File: config.mk
export PLATFORM = sky130hd
export DESIGN_NAME = lfs_fault_sequencer
export DESIGN_NICKNAME = d
export VERILOG_FILES = /design/src/design/lfs_pkg.sv /design/src/design/lfs_fault_sequencer.sv /design/src/design/lfs_retry_timer.sv
export VERILOG_INCLUDE_DIRS = /design/src /design/src/design
export SDC_FILE = /design/constraint.sdc
export NUM_CORES = 1
export LEC_CHECK = 0
export BUFFER_PORTS_ARGS = -buffer_cell sky130_fd_sc_hd__buf_2
export CORE_MARGIN = 1
export CORE_UTILIZATION = 62
export DETAILED_ROUTE_END_ITERATION = 6
export PLACE_DENSITY = 0.83
export SYNTH_ARGS = -nofsm -noshare
export SYNTH_HDL_FRONTEND = slang
export SYNTH_HIERARCHICAL = 1
export SYNTH_SLANG_ARGS = --single-unit
export TNS_END_PERCENT = 30
File: constraint.sdc
create_clock -name clock -period 5.75 [get_ports clock]
set_clock_uncertainty 0.15 [all_clocks]
set_input_delay 0.2875 -clock clock [delete_from_list [all_inputs] [get_ports clock]]
set_output_delay 0.2875 -clock clock [all_outputs]
set_load 0.005 [all_outputs]
File: src/design/lfs_defines.svh
// constants of the led fault sequencer
`ifndef LFS_DEFINES_SVH
`define LFS_DEFINES_SVH

// ---------------------------------------------------------------
// retry-wait timer
// ---------------------------------------------------------------
`define LFS_CNT_W            16
`define LFS_CNT_RESET        16'h0000
`define LFS_CNT_ONE          16'h0001
`define LFS_SKIP_DEFAULT     16'h03E8

// ---------------------------------------------------------------
// comparator trip points, informative for the analog side
// ---------------------------------------------------------------
`define LFS_CM_SPLIT_V       5
`define LFS_TEMP_STOP_C      165
`define LFS_TEMP_RESUME_C    150

// ---------------------------------------------------------------
// pin levels and reset values
// ---------------------------------------------------------------
`define LFS_PULL_LEVEL       1'b0
`define LFS_FLAG_RESET       1'b0
`define LFS_CMP_RESET        8'h00

`endif

File: src/design/lfs_pkg.sv
// types of the led fault sequencer
`include "lfs_defines.svh"

package lfs_pkg;

  // -------------------------------------------------------------
  // comparator flags, all level signals from the analog side except the fault wire read back
  // -------------------------------------------------------------
  typedef struct packed {
    logic outVoltLow;      // output_voltage_sense below undervoltage_threshold
    logic ocDiff;          // sense_resistor_top minus bottom above overcurrent_threshold
    logic cmHigh;          // sense common mode above the split level
    logic ssEnable;        // soft-start above detect-enable level
    logic ssReset;         // soft-start below reset level
    logic tempHot;         // die above the shutdown temperature
    logic tempCool;        // die below the resume temperature
    logic faultLineLow;    // fault_report_n wire read back
  } lfs_cmp_t;

  // -------------------------------------------------------------
  // drives toward the power stage and the fault pin
  // -------------------------------------------------------------
  typedef struct packed {
    logic gateEnable;
    logic dimSwitchDrive;
    logic ssDischarge;
    logic standby;
    logic faultPullOe;
  } lfs_drive_t;

  typedef enum logic [1:0] {
    ST_RUN    = 2'b00,
    ST_HICCUP = 2'b01,
    ST_HOT    = 2'b10
  } lfs_state_t;

  typedef struct packed {
    logic [`LFS_CNT_W-1:0] count;
  } lfs_timer_t;

endpackage

File: src/design/lfs_fault_sequencer.sv
// fault detection and hiccup sequencer of a switching led regulator
`timescale 1ns/1ps

`include "lfs_defines.svh"

module lfs_fault_sequencer
  import lfs_pkg::*;
#(
  parameter logic [`LFS_CNT_W-1:0] SKIP_CYCLES = `LFS_SKIP_DEFAULT
) (
  // clock and reset
  input  wire logic       clock,
  input  wire logic       rst_b,
  // comparators and fault wire, asynchronous
  input  wire lfs_cmp_t   cmpRaw,
  // internal pwm generator, same clock
  input  wire logic       pwmDimOn,
  // power stage drives
  output lfs_drive_t      drive,
  // fault_report_n open-drain pin
  output logic            faultReportOut,
  output logic            faultReportOe,
  // status
  output logic            faultLineSeenLow,
  output lfs_state_t      seqState
);

  // ---------------------------------------------------------------
  // state
  // ---------------------------------------------------------------
  typedef struct packed {
    lfs_cmp_t   sync1;
    lfs_cmp_t   sync2;
    lfs_state_t state;
    logic       reportHold;
    lfs_drive_t drv;
  } lfs_seq_t;

  lfs_seq_t st_q;
  lfs_seq_t st_d;

  lfs_cmp_t cmp;
  logic     outputUndervoltageDetect;
  logic     ocHighCm;
  logic     ocLowCm;
  logic     reportCond;
  logic     reportClear;
  logic     reportExpired;
  logic     hiccupClear;
  logic     hiccupExpired;
  logic     switching;

  assign cmp = st_q.sync2;

  // ---------------------------------------------------------------
  // fault conditions
  // ---------------------------------------------------------------
  // undervoltage while detection is armed
  // blanked during soft-start and dimming off-phase
  assign outputUndervoltageDetect = cmp.outVoltLow && cmp.ssEnable && pwmDimOn;

  assign ocHighCm = cmp.ocDiff && cmp.cmHigh;

  // low common mode means a hard short path
  // limitation: cmHigh and ocDiff settle through separate synchronisers,
  // so a one-cycle split when both move can start a hiccup early
  assign ocLowCm = cmp.ocDiff && !cmp.cmHigh;

  // a dragged soft-start counts as blanked so the release timer runs
  // this is what makes a tied pin cycle once per retry wait
  assign reportCond = (outputUndervoltageDetect || ocHighCm) && !cmp.ssReset;

  // timer restarts every cycle the condition is present
  assign reportClear = reportCond || !st_q.reportHold;
  assign hiccupClear = (st_q.state != ST_HICCUP);

  // ---------------------------------------------------------------
  // retry-wait timers
  // ---------------------------------------------------------------
  // separate timers: a report hold and a hiccup may overlap
  lfs_retry_timer #(
    .SKIP_CYCLES (SKIP_CYCLES)
  ) reportTimer (
    .clock   (clock),
    .rst_b   (rst_b),
    .clear   (reportClear),
    .expired (reportExpired)
  );

  lfs_retry_timer #(
    .SKIP_CYCLES (SKIP_CYCLES)
  ) hiccupTimer (
    .clock   (clock),
    .rst_b   (rst_b),
    .clear   (hiccupClear),
    .expired (hiccupExpired)
  );

  // ---------------------------------------------------------------
  // next state
  // ---------------------------------------------------------------
  always_comb begin
    st_d       = st_q;
    st_d.sync1 = cmpRaw;
    st_d.sync2 = st_q.sync1;
    switching  = 1'b0;

    // report-only faults set a hold, nothing else
    // hold drops only when the retry wait has run out
    // same release path for high common-mode overcurrent
    // a fault in the cycle of expiry keeps the hold: set wins over release
    if (reportCond) begin
      st_d.reportHold = 1'b1;
    end else if (st_q.reportHold && reportExpired) begin
      st_d.reportHold = 1'b0;
    end

    unique case (st_q.state)
      ST_RUN: begin
        // temperature wins over every other fault
        if (cmp.tempHot) begin
          st_d.state = ST_HOT;
        // entered regardless of the pin wiring
        end else if (ocLowCm) begin
          st_d.state = ST_HICCUP;
        end
      end
      ST_HICCUP: begin
        // restart after one retry wait; a persisting short re-enters here
        // with the short gone, run simply continues
        if (cmp.tempHot) begin
          st_d.state = ST_HOT;
        end else if (hiccupExpired) begin
          st_d.state = ST_RUN;
        end
      end
      ST_HOT: begin
        // hysteresis, only the cool flag ends standby
        if (cmp.tempCool && !cmp.tempHot) begin
          st_d.state = ST_RUN;
        end
      end
      default: begin
        st_d.state = ST_HOT;
      end
    endcase

    // soft-start held in reset stops switching and dimming
    switching = (st_d.state == ST_RUN) && !cmp.ssReset;

    st_d.drv.gateEnable     = switching;
    st_d.drv.dimSwitchDrive = switching && pwmDimOn;
    // standby and hiccup discharge soft-start and compensation
    st_d.drv.ssDischarge    = (st_d.state != ST_RUN);
    st_d.drv.standby        = (st_d.state == ST_HOT);
    // any report, hold, hiccup or standby pulls the pin
    st_d.drv.faultPullOe    = st_d.reportHold || (st_d.state != ST_RUN);
  end

  always_ff @(posedge clock) begin
    if (!rst_b) begin
      st_q.sync1      <= `LFS_CMP_RESET;
      st_q.sync2      <= `LFS_CMP_RESET;
      st_q.state      <= ST_RUN;
      st_q.reportHold <= `LFS_FLAG_RESET;
      st_q.drv        <= '0;
    end else begin
      st_q <= st_d;
    end
  end

  // ---------------------------------------------------------------
  // outputs
  // ---------------------------------------------------------------
  assign drive            = st_q.drv;
  // open drain: only ever drives low
  assign faultReportOut   = `LFS_PULL_LEVEL;
  assign faultReportOe    = st_q.drv.faultPullOe;
  assign faultLineSeenLow = cmp.faultLineLow;
  assign seqState         = st_q.state;
endmodule

File: src/design/lfs_retry_timer.sv
// retry-wait interval counter
`timescale 1ns/1ps

`include "lfs_defines.svh"

module lfs_retry_timer
  import lfs_pkg::*;
#(
  parameter logic [`LFS_CNT_W-1:0] SKIP_CYCLES = `LFS_SKIP_DEFAULT
) (
  // clock and reset
  input  wire logic clock,
  input  wire logic rst_b,
  // control
  input  wire logic clear,
  // status
  output logic      expired
);

  lfs_timer_t st_q;
  lfs_timer_t st_d;
  logic [`LFS_CNT_W-1:0] termCount;

  assign termCount = SKIP_CYCLES - `LFS_CNT_ONE;

  // saturating count of the internal clock
  always_comb begin
    st_d = st_q;
    if (clear) begin
      st_d.count = `LFS_CNT_RESET;
    end else if (st_q.count != termCount) begin
      st_d.count = st_q.count + `LFS_CNT_ONE;
    end
  end

  always_ff @(posedge clock) begin
    if (!rst_b) begin
      st_q.count <= `LFS_CNT_RESET;
    end else begin
      st_q <= st_d;
    end
  end

  assign expired = !clear && (st_q.count == termCount);
endmodule

# == Word-level counts from Yosys, hierarchy flattened ==
# Cells that the tools add are included.
# classes
reduce_logical,25
n_bitwise,1
n_mux,8
addsub,2
eq_ne,8
# ops
op,count
adder 16 x 1 -> 16 bit (second input constant),2
== test 16 x 10 -> 1 bit (second input constant),2
inequality test 16 x 10 -> 1 bit (second input constant),2
logical AND 1 bit,11
two-way mux 2 bit,5
logical NOT 1 bit,6
one-hot mux 2 bit (3 select lines),1
== test 2 bit (second input constant),2
logical NOT 2 bit,2
OR reduction 2 bit,2
logical OR 1 bit,3
== test 2 x 1 -> 1 bit (second input constant),1
two-way mux 1 bit,2
inequality test 2 x 1 -> 1 bit (second input constant),1
nonzero test 2 bit,1
NOT 1 bit,1
# totals
regBits,56
output_inout_bits,10
in_bits,11

# == Depth between registers and ports, before layout ==
# logic_depth
word_depth,11
mapped_depth,7

# == Modules after synthesis ==
# The synthesis kept the hierarchy.
# modules_own_cells
mod,seq_area_each_um2,cells_each,area_each_um2,instances
lfs_retry_timer,320.3,88,789.5,2
lfs_fault_sequencer,480.5,70,804.5,1

# == Worst setup path before layout ==
# OpenSTA, ideal clock, no wires.
# synth_timing
path_kind,flip-flop to flip-flop
start,register hiccupTimer/st_q[0] (netlist name)
end,"register st_q, in the netlist drive[2]"
setup_time_ns,0.114
slack_ns,3.690
n_path_buf,0
arrival_time_ns,1.795
path_stages_with_launch,8
cell_sequence,dfxtp_1 > ha_1 > nor3b_1 > nand4_2 > nor2_1 > nor3b_1 > a2111oi_2 > and2b_1
# synth_via
elab_chain_len,6
# synth_rtl
item,line,rtl
"start, declared",lfs_retry_timer.sv:20,lfs_timer_t st_q;
"start signal, assigned",lfs_retry_timer.sv:40,st_q <= st_d;
== test 16 x 10 -> 1 bit,lfs_retry_timer.sv:44,assign expired = !clear && (st_q.count == termCount);
logical AND 1 bit,lfs_retry_timer.sv:44,
named net hiccupExpired,lfs_fault_sequencer.sv:50,logic hiccupExpired;
two-way mux 2 bit,lfs_fault_sequencer.sv:133,end else if (hiccupExpired) begin
two-way mux 2 bit,lfs_fault_sequencer.sv:131,if (cmp.tempHot) begin
one-hot mux 2 bit (3 select lines),lfs_fault_sequencer.sv:118,unique case (st_q.state)
nonzero test 2 bit,lfs_fault_sequencer.sv:154,st_d.drv.ssDischarge = (st_d.state != ST_RUN);
"end signal, assigned",lfs_fault_sequencer.sv:168,st_q <= st_d;
"end, declared",lfs_fault_sequencer.sv:39,lfs_seq_t st_q;
# The timed path passes the listed nets, and every way through them passes these cells.
# A chain may end at the register's enable or synchronous reset.

# == Final worst setup path ==
# Same ends and word-level chain as after synthesis.

==> flow_summary.html <==
<table>
<tr><th>Metric</th><th>Value</th></tr>
<tr><th colspan="2">GRT</th></tr>
<tr><td>Met1 demand-to-capacity share in global routing</td><td>26.2%</td></tr>
<tr><td>Number of antenna violations at the first check in global routing</td><td>0</td></tr>
<tr><td>GRT met2 Usage</td><td>36.8%</td></tr>
<tr><td>Via count of the first global-routing pass</td><td>1608</td></tr>
<tr><td>First-pass GRT wire length</td><td>7010 um</td></tr>
<tr><td>Met3 Track Usage GR</td><td>4.29%</td></tr>
<tr><td>Global routing's busiest layer</td><td>met2</td></tr>
<tr><td>Final global-route overflow total</td><td>0</td></tr>
<tr><td>Largest net degree at the start of global routing</td><td>29</td></tr>
<tr><td>Global router's overall resource usage</td><td>21.5%</td></tr>
<tr><th colspan="2">Place</th></tr>
<tr><td>Buffers on Ports</td><td>19</td></tr>
<tr><td>RD Place Congestion</td><td>0.866</td></tr>
<tr><td>Detailed placer's ending HPWL</td><td>2690 um</td></tr>
<tr><td>Number of cells in the design after placement</td><td>299</td></tr>
<tr><th colspan="2">Logic synthesis</th></tr>
<tr><td>Synthesis-stage register bit count</td><td>56</td></tr>
<tr><td>Synth Net Count</td><td>261</td></tr>
<tr><td>Share of the synthesized netlist area taken by xor and xnor gates</td><td>8.82%</td></tr>
<tr><td>Total standard cell area after synthesis</td><td>2380 sq um</td></tr>
<tr><td>Mean Syn Cell Area</td><td>9.69 sq um</td></tr>
<tr><td>Share of flip-flops with an asynchronous set or reset after synthesis</td><td>0%</td></tr>
<tr><td>Most area-consuming cells after synthesis</td><td>sky130_fd_sc_hd__dfxtp_1, sky130_fd_sc_hd__nor2_1, sky130_fd_sc_hd__xnor2_1</td></tr>
<tr><td>Top-count cell post-synth</td><td>sky130_fd_sc_hd__dfxtp_1</td></tr>
<tr><td>Synthesis Warnings</td><td>6</td></tr>
<tr><td>Multiplexer area fraction after synthesis</td><td>0.840%</td></tr>
<tr><td>Top-area cell type share of the netlist area</td><td>47.0%</td></tr>
<tr><td>EDFF count, synth</td><td>0</td></tr>
<tr><td>Commonest cells in the synthesized netlist</td><td>sky130_fd_sc_hd__dfxtp_1, sky130_fd_sc_hd__nor2_1, sky130_fd_sc_hd__and2_1</td></tr>
<tr><td>Most area-hungry cell type in the Yosys netlist</td><td>sky130_fd_sc_hd__dfxtp_1</td></tr>
<tr><td>Post-synthesis share of cell area spent on and, or, nand and nor gates</td><td>31.9%</td></tr>
<tr><td>Number of distinct standard cells referenced by the synthesized netlist</td><td>40</td></tr>
<tr><td>Adder-Cell Fraction of Synth Area</td><td>2.10%</td></tr>
<tr><td>Gate count after technology mapping</td><td>246</td></tr>
<tr><td>Proportion of synthesized chip area in sequential cells</td><td>47.0%</td></tr>
<tr><td>Compound-Gate Fraction of Synth Area</td><td>5.25%</td></tr>
<tr><td>Most instantiated flip-flop cell in the synthesis netlist</td><td>sky130_fd_sc_hd__dfxtp_1</td></tr>
<tr><td>Largest family of logic cells by synthesized area</td><td>simple AND/OR/NAND/NOR gates</td></tr>
<tr><th colspan="2">Critical path</th></tr>
<tr><td>Critical path class</td><td>reg2reg</td></tr>
<tr><td>Largest stage delay on the critical path</td><td>0.46 ns</td></tr>
<tr><td>Crit path capture type</td><td>flop</td></tr>
<tr><td>Cell-by-cell trace of the critical path</td><td>ha_1 -&gt; nor3b_1 -&gt; nand4_2 -&gt; nor2_1 -&gt; nor3b_1 -&gt; a2111oi_2 -&gt; and2b_1</td></tr>
<tr><td>FF-to-FF path depth</td><td>7</td></tr>
<tr><td>Critical path data required time</td><td>5.80 ns</td></tr>
<tr><td>Cell with the largest stage delay on the worst path</td><td>sky130_fd_sc_hd__dfxtp_1</td></tr>
<tr><td>Most frequent cell on the critical path</td><td>sky130_fd_sc_hd__nor3b_1</td></tr>
<tr><td>CP arrival</td><td>2.45 ns</td></tr>
<tr><td>Crit-path max FO</td><td>7</td></tr>
<tr><td>Number of buffer and inverter stages on the critical path</td><td>0</td></tr>
<tr><td>Startpoint type of the worst setup path</td><td>flop</td></tr>
<tr><td>Family with the most delay on the worst path</td><td>simple AND/OR/NAND/NOR gates</td></tr>
<tr><td>Worst path depth</td><td>7</td></tr>
<tr><th colspan="2">STA</th></tr>
<tr><td>Max-slew violation count</td><td>0</td></tr>
<tr><td>Final hold violations</td><td>0</td></tr>
<tr><td>Accumulated negative setup slack</td><td>0 ns</td></tr>
<tr><td>Max transition margin</td><td>58.0%</td></tr>
<tr><td>Crit share post-route</td><td>41.6%</td></tr>
<tr><td>Peak Freq</td><td>418 MHz</td></tr>
<tr><td>Number of failing setup endpoints in the final timing report</td><td>0</td></tr>
<tr><td>Min Tclk post-route</td><td>2.39 ns</td></tr>
<tr><td>Slew of the pin with the lowest slew margin</td><td>0.630 ns</td></tr>
<tr><td>RSZ-0062 raised after global routing</td><td>no</td></tr>
<tr><th colspan="2">Floorplanning</th></tr>
<tr><td>Die outline height</td><td>64.0 um</td></tr>
<tr><td>Number of placement rows</td><td>22</td></tr>
<tr><td>I/O Pins</td><td>21</td></tr>
<tr><td>Die area</td><td>4100 sq um</td></tr>
<tr><td>DIE WIDTH</td><td>64.0 um</td></tr>
<tr><td>Core footprint</td><td>3660 sq um</td></tr>
<tr><td>Initial standard-cell utilization of the core</td><td>65.1%</td></tr>
<tr><th colspan="2">Final layout</th></tr>
<tr><td>Antenna Cells</td><td>0</td></tr>
<tr><td>Nets@finish</td><td>273</td></tr>
<tr><td>Final instance count without filler cells</td><td>306</td></tr>
<tr><td>Ratio of cells with drive above 1 in the final layout</td><td>18.2%</td></tr>
<tr><td>Area occupied by registers</td><td>1120 sq um</td></tr>
<tr><td>Fill cell instance count of the final layout</td><td>269</td></tr>
<tr><td>Area of the multi-input gates</td><td>1170 sq um</td></tr>
<tr><td>Layout-stage area growth over the synthesis result</td><td>8.45%</td></tr>
<tr><th colspan="2">Outcome</th></tr>
<tr><td>Status</td><td>complete, no violations</td></tr>
<tr><th colspan="2">Pwr</th></tr>
<tr><td>Worst VDD drop</td><td>0.171 mV</td></tr>
<tr><td>Total power density per cell area</td><td>277 nW/um^2</td></tr>
<tr><td>Leakage Power</td><td>0.00101 uW</td></tr>
<tr><th colspan="2">Clocking</th></tr>
<tr><td>Maximum level of the CTS H-tree</td><td>2</td></tr>
<tr><td>Clock-pin slew on the worst setup and hold paths</td><td>0.09 ns</td></tr>
<tr><td>CTS-repair resized insts</td><td>0</td></tr>
<tr><td>Num CTS Buffers</td><td>5</td></tr>
<tr><td>Clk sinks</td><td>56</td></tr>
<tr><td>Setup Fix Bufs, Post-CTS</td><td>0</td></tr>
<tr><td>CTS tree</td><td>yes</td></tr>
<tr><td>Maximum buffer depth of the clock tree</td><td>2</td></tr>
<tr><td>Clock root buffer master</td><td>sky130_fd_sc_hd__clkbuf_8</td></tr>
<tr><td>CTS hold repair buffers</td><td>0</td></tr>
<tr><td>Clock latency on the worst-skew pair</td><td>0.30 ns</td></tr>
<tr><th colspan="2">Min path</th></tr>
<tr><td>Path type of the worst min-delay path</td><td>in2reg</td></tr>
<tr><td>Instance count along the most critical hold path</td><td>2</td></tr>
<tr><th colspan="2">Drt</th></tr>
<tr><td>Number of vias after detailed routing</td><td>1668</td></tr>
<tr><td>Post-detailed-route count of antenna-violating nets</td><td>0</td></tr>
<tr><td>Routed wirelength normalized by instance count</td><td>13.3 um</td></tr>
<tr><td>Starting DRC count in detailed routing</td><td>113</td></tr>
<tr><td>Via-per-instance ratio</td><td>5.45</td></tr>
<tr><td>First-pass iteration count of the detailed router</td><td>4</td></tr>
<tr><td>Post-detailed-routing wire length</td><td>4060 um</td></tr>
<tr><td>DRC violations left</td><td>0</td></tr>
<tr><th colspan="2">Run</th></tr>
<tr><td>Number of max-cap violations</td><td>0</td></tr>
</table>
routing by layer:
layer,share of wire (%),routed length (um)
met4,1.7,71
met1,49,1970
met5,0,0
met2,47,1890
met3,3.2,128
report_power, final:
part | leakage (uW) | switching, uW | internal [uW]
registers | 0.000456 | 4.14 | 397
logic | 0.000494 | 10.6 | 12.8
clock network | 0.0000642 | 120 | 171
layout by cell type, fill, tap and decap left out, types with 3 or more instances in the layout:
master	netlist	final
sky130_fd_sc_hd__nor4_1	8	8
sky130_fd_sc_hd__nor3_1	4	4
sky130_fd_sc_hd__xnor2_1	12	12
sky130_fd_sc_hd__inv_1	3	3
sky130_fd_sc_hd__clkbuf_8	0	5
sky130_fd_sc_hd__nand3_1	8	8
sky130_fd_sc_hd__nor2_1	31	31
sky130_fd_sc_hd__nor2b_1	5	5
sky130_fd_sc_hd__nand4_1	8	8
sky130_fd_sc_hd__and4_1	4	4
sky130_fd_sc_hd__ha_1	4	4
sky130_fd_sc_hd__nand2_1	12	12
sky130_fd_sc_hd__nand2b_1	3	3
sky130_fd_sc_hd__o21ai_0	3	3
sky130_fd_sc_hd__nor3b_1	4	4
sky130_fd_sc_hd__a31o_2	4	4
sky130_fd_sc_hd__xor2_1	12	12
sky130_fd_sc_hd__dfxtp_1	56	56
sky130_fd_sc_hd__buf_2	0	19
sky130_fd_sc_hd__a21oi_1	7	7
sky130_fd_sc_hd__and2_1	16	16
layout make-up:
cell class,instances,share of cell area [%]
clock buffers,5,2.66
multi-input cells,173,45.2
well taps,48,2.32
repair buffers,19,3.68
inverters,3,0.436
flip-flops and latches,56,43.4
clock inverters,2,2.32
stage by stage:
step	setup slack, ns	total power [uW]	hold WS [ns]	instance area (sq um)	utilization, %
3_3_place_gp	3.51	432	0.262	2460	67.1
4_1_cts	3.36	720	0.0290	2580	70.6
5_1_grt	3.15	741	0.0328	2580	70.6
2_1_floorplan	3.69	428	0.256	2380	-
3_5_place_dp	3.40	434	0.268	2460	67.1
6_report	3.36	715	0.0335	2580	70.6
flip-flops by register name, indices dropped and copies added, names as in the netlist:
register          count
cmp                   7
st_d                  8
hiccupTimer/st_q     16
faultLineSeenLow      1
seqState              2
reportTimer/st_q     16
drive                 4
st_q                  1
faultReportOe         1
path summary, 6_finish.rpt:
| kind | start | endpoint | slack (ns) |
|---|---|---|---|
| worst max-delay path | hiccupTimer/st_q[0]$_SDFFE_PP0P_ | drive[2]$_SDFF_PN0_ | 3.36 |
| worst min-delay path | cmpRaw[6] | st_d[14]$_SDFF_PN0_ | 0.03 |
| worst max register to register | hiccupTimer/st_q[0]$_SDFFE_PP0P_ | drive[2]$_SDFF_PN0_ | 3.36 |
| worst min register to register | st_d[13]$_SDFF_PN0_ | cmp[5]$_SDFF_PN0_ | 0.29 |
worst register-to-register path, cell delays in order, from the launching register on:
cell and delay [ns]:
sky130_fd_sc_hd__dfxtp_1 0.46, sky130_fd_sc_hd__ha_1 0.26, sky130_fd_sc_hd__nor3b_1 0.25, sky130_fd_sc_hd__nand4_2 0.26, sky130_fd_sc_hd__nor2_1 0.16, sky130_fd_sc_hd__nor3b_1 0.08, sky130_fd_sc_hd__a2111oi_2 0.43, sky130_fd_sc_hd__and2b_1 0.24
kinds of logic after synthesis:
| family | Yosys count |
|---|---|
| AO/OA/AOI/OAI | 18 |
| AND/OR/NAND/NOR | 124 |
| flip-flops | 56 |
| adder cells (fa/ha/maj) | 4 |
| other | 1 |
| XOR/XNOR | 24 |
| buffers and inverters | 17 |
| multiplexers | 2 |
Power figures use the tool's default switching activity.
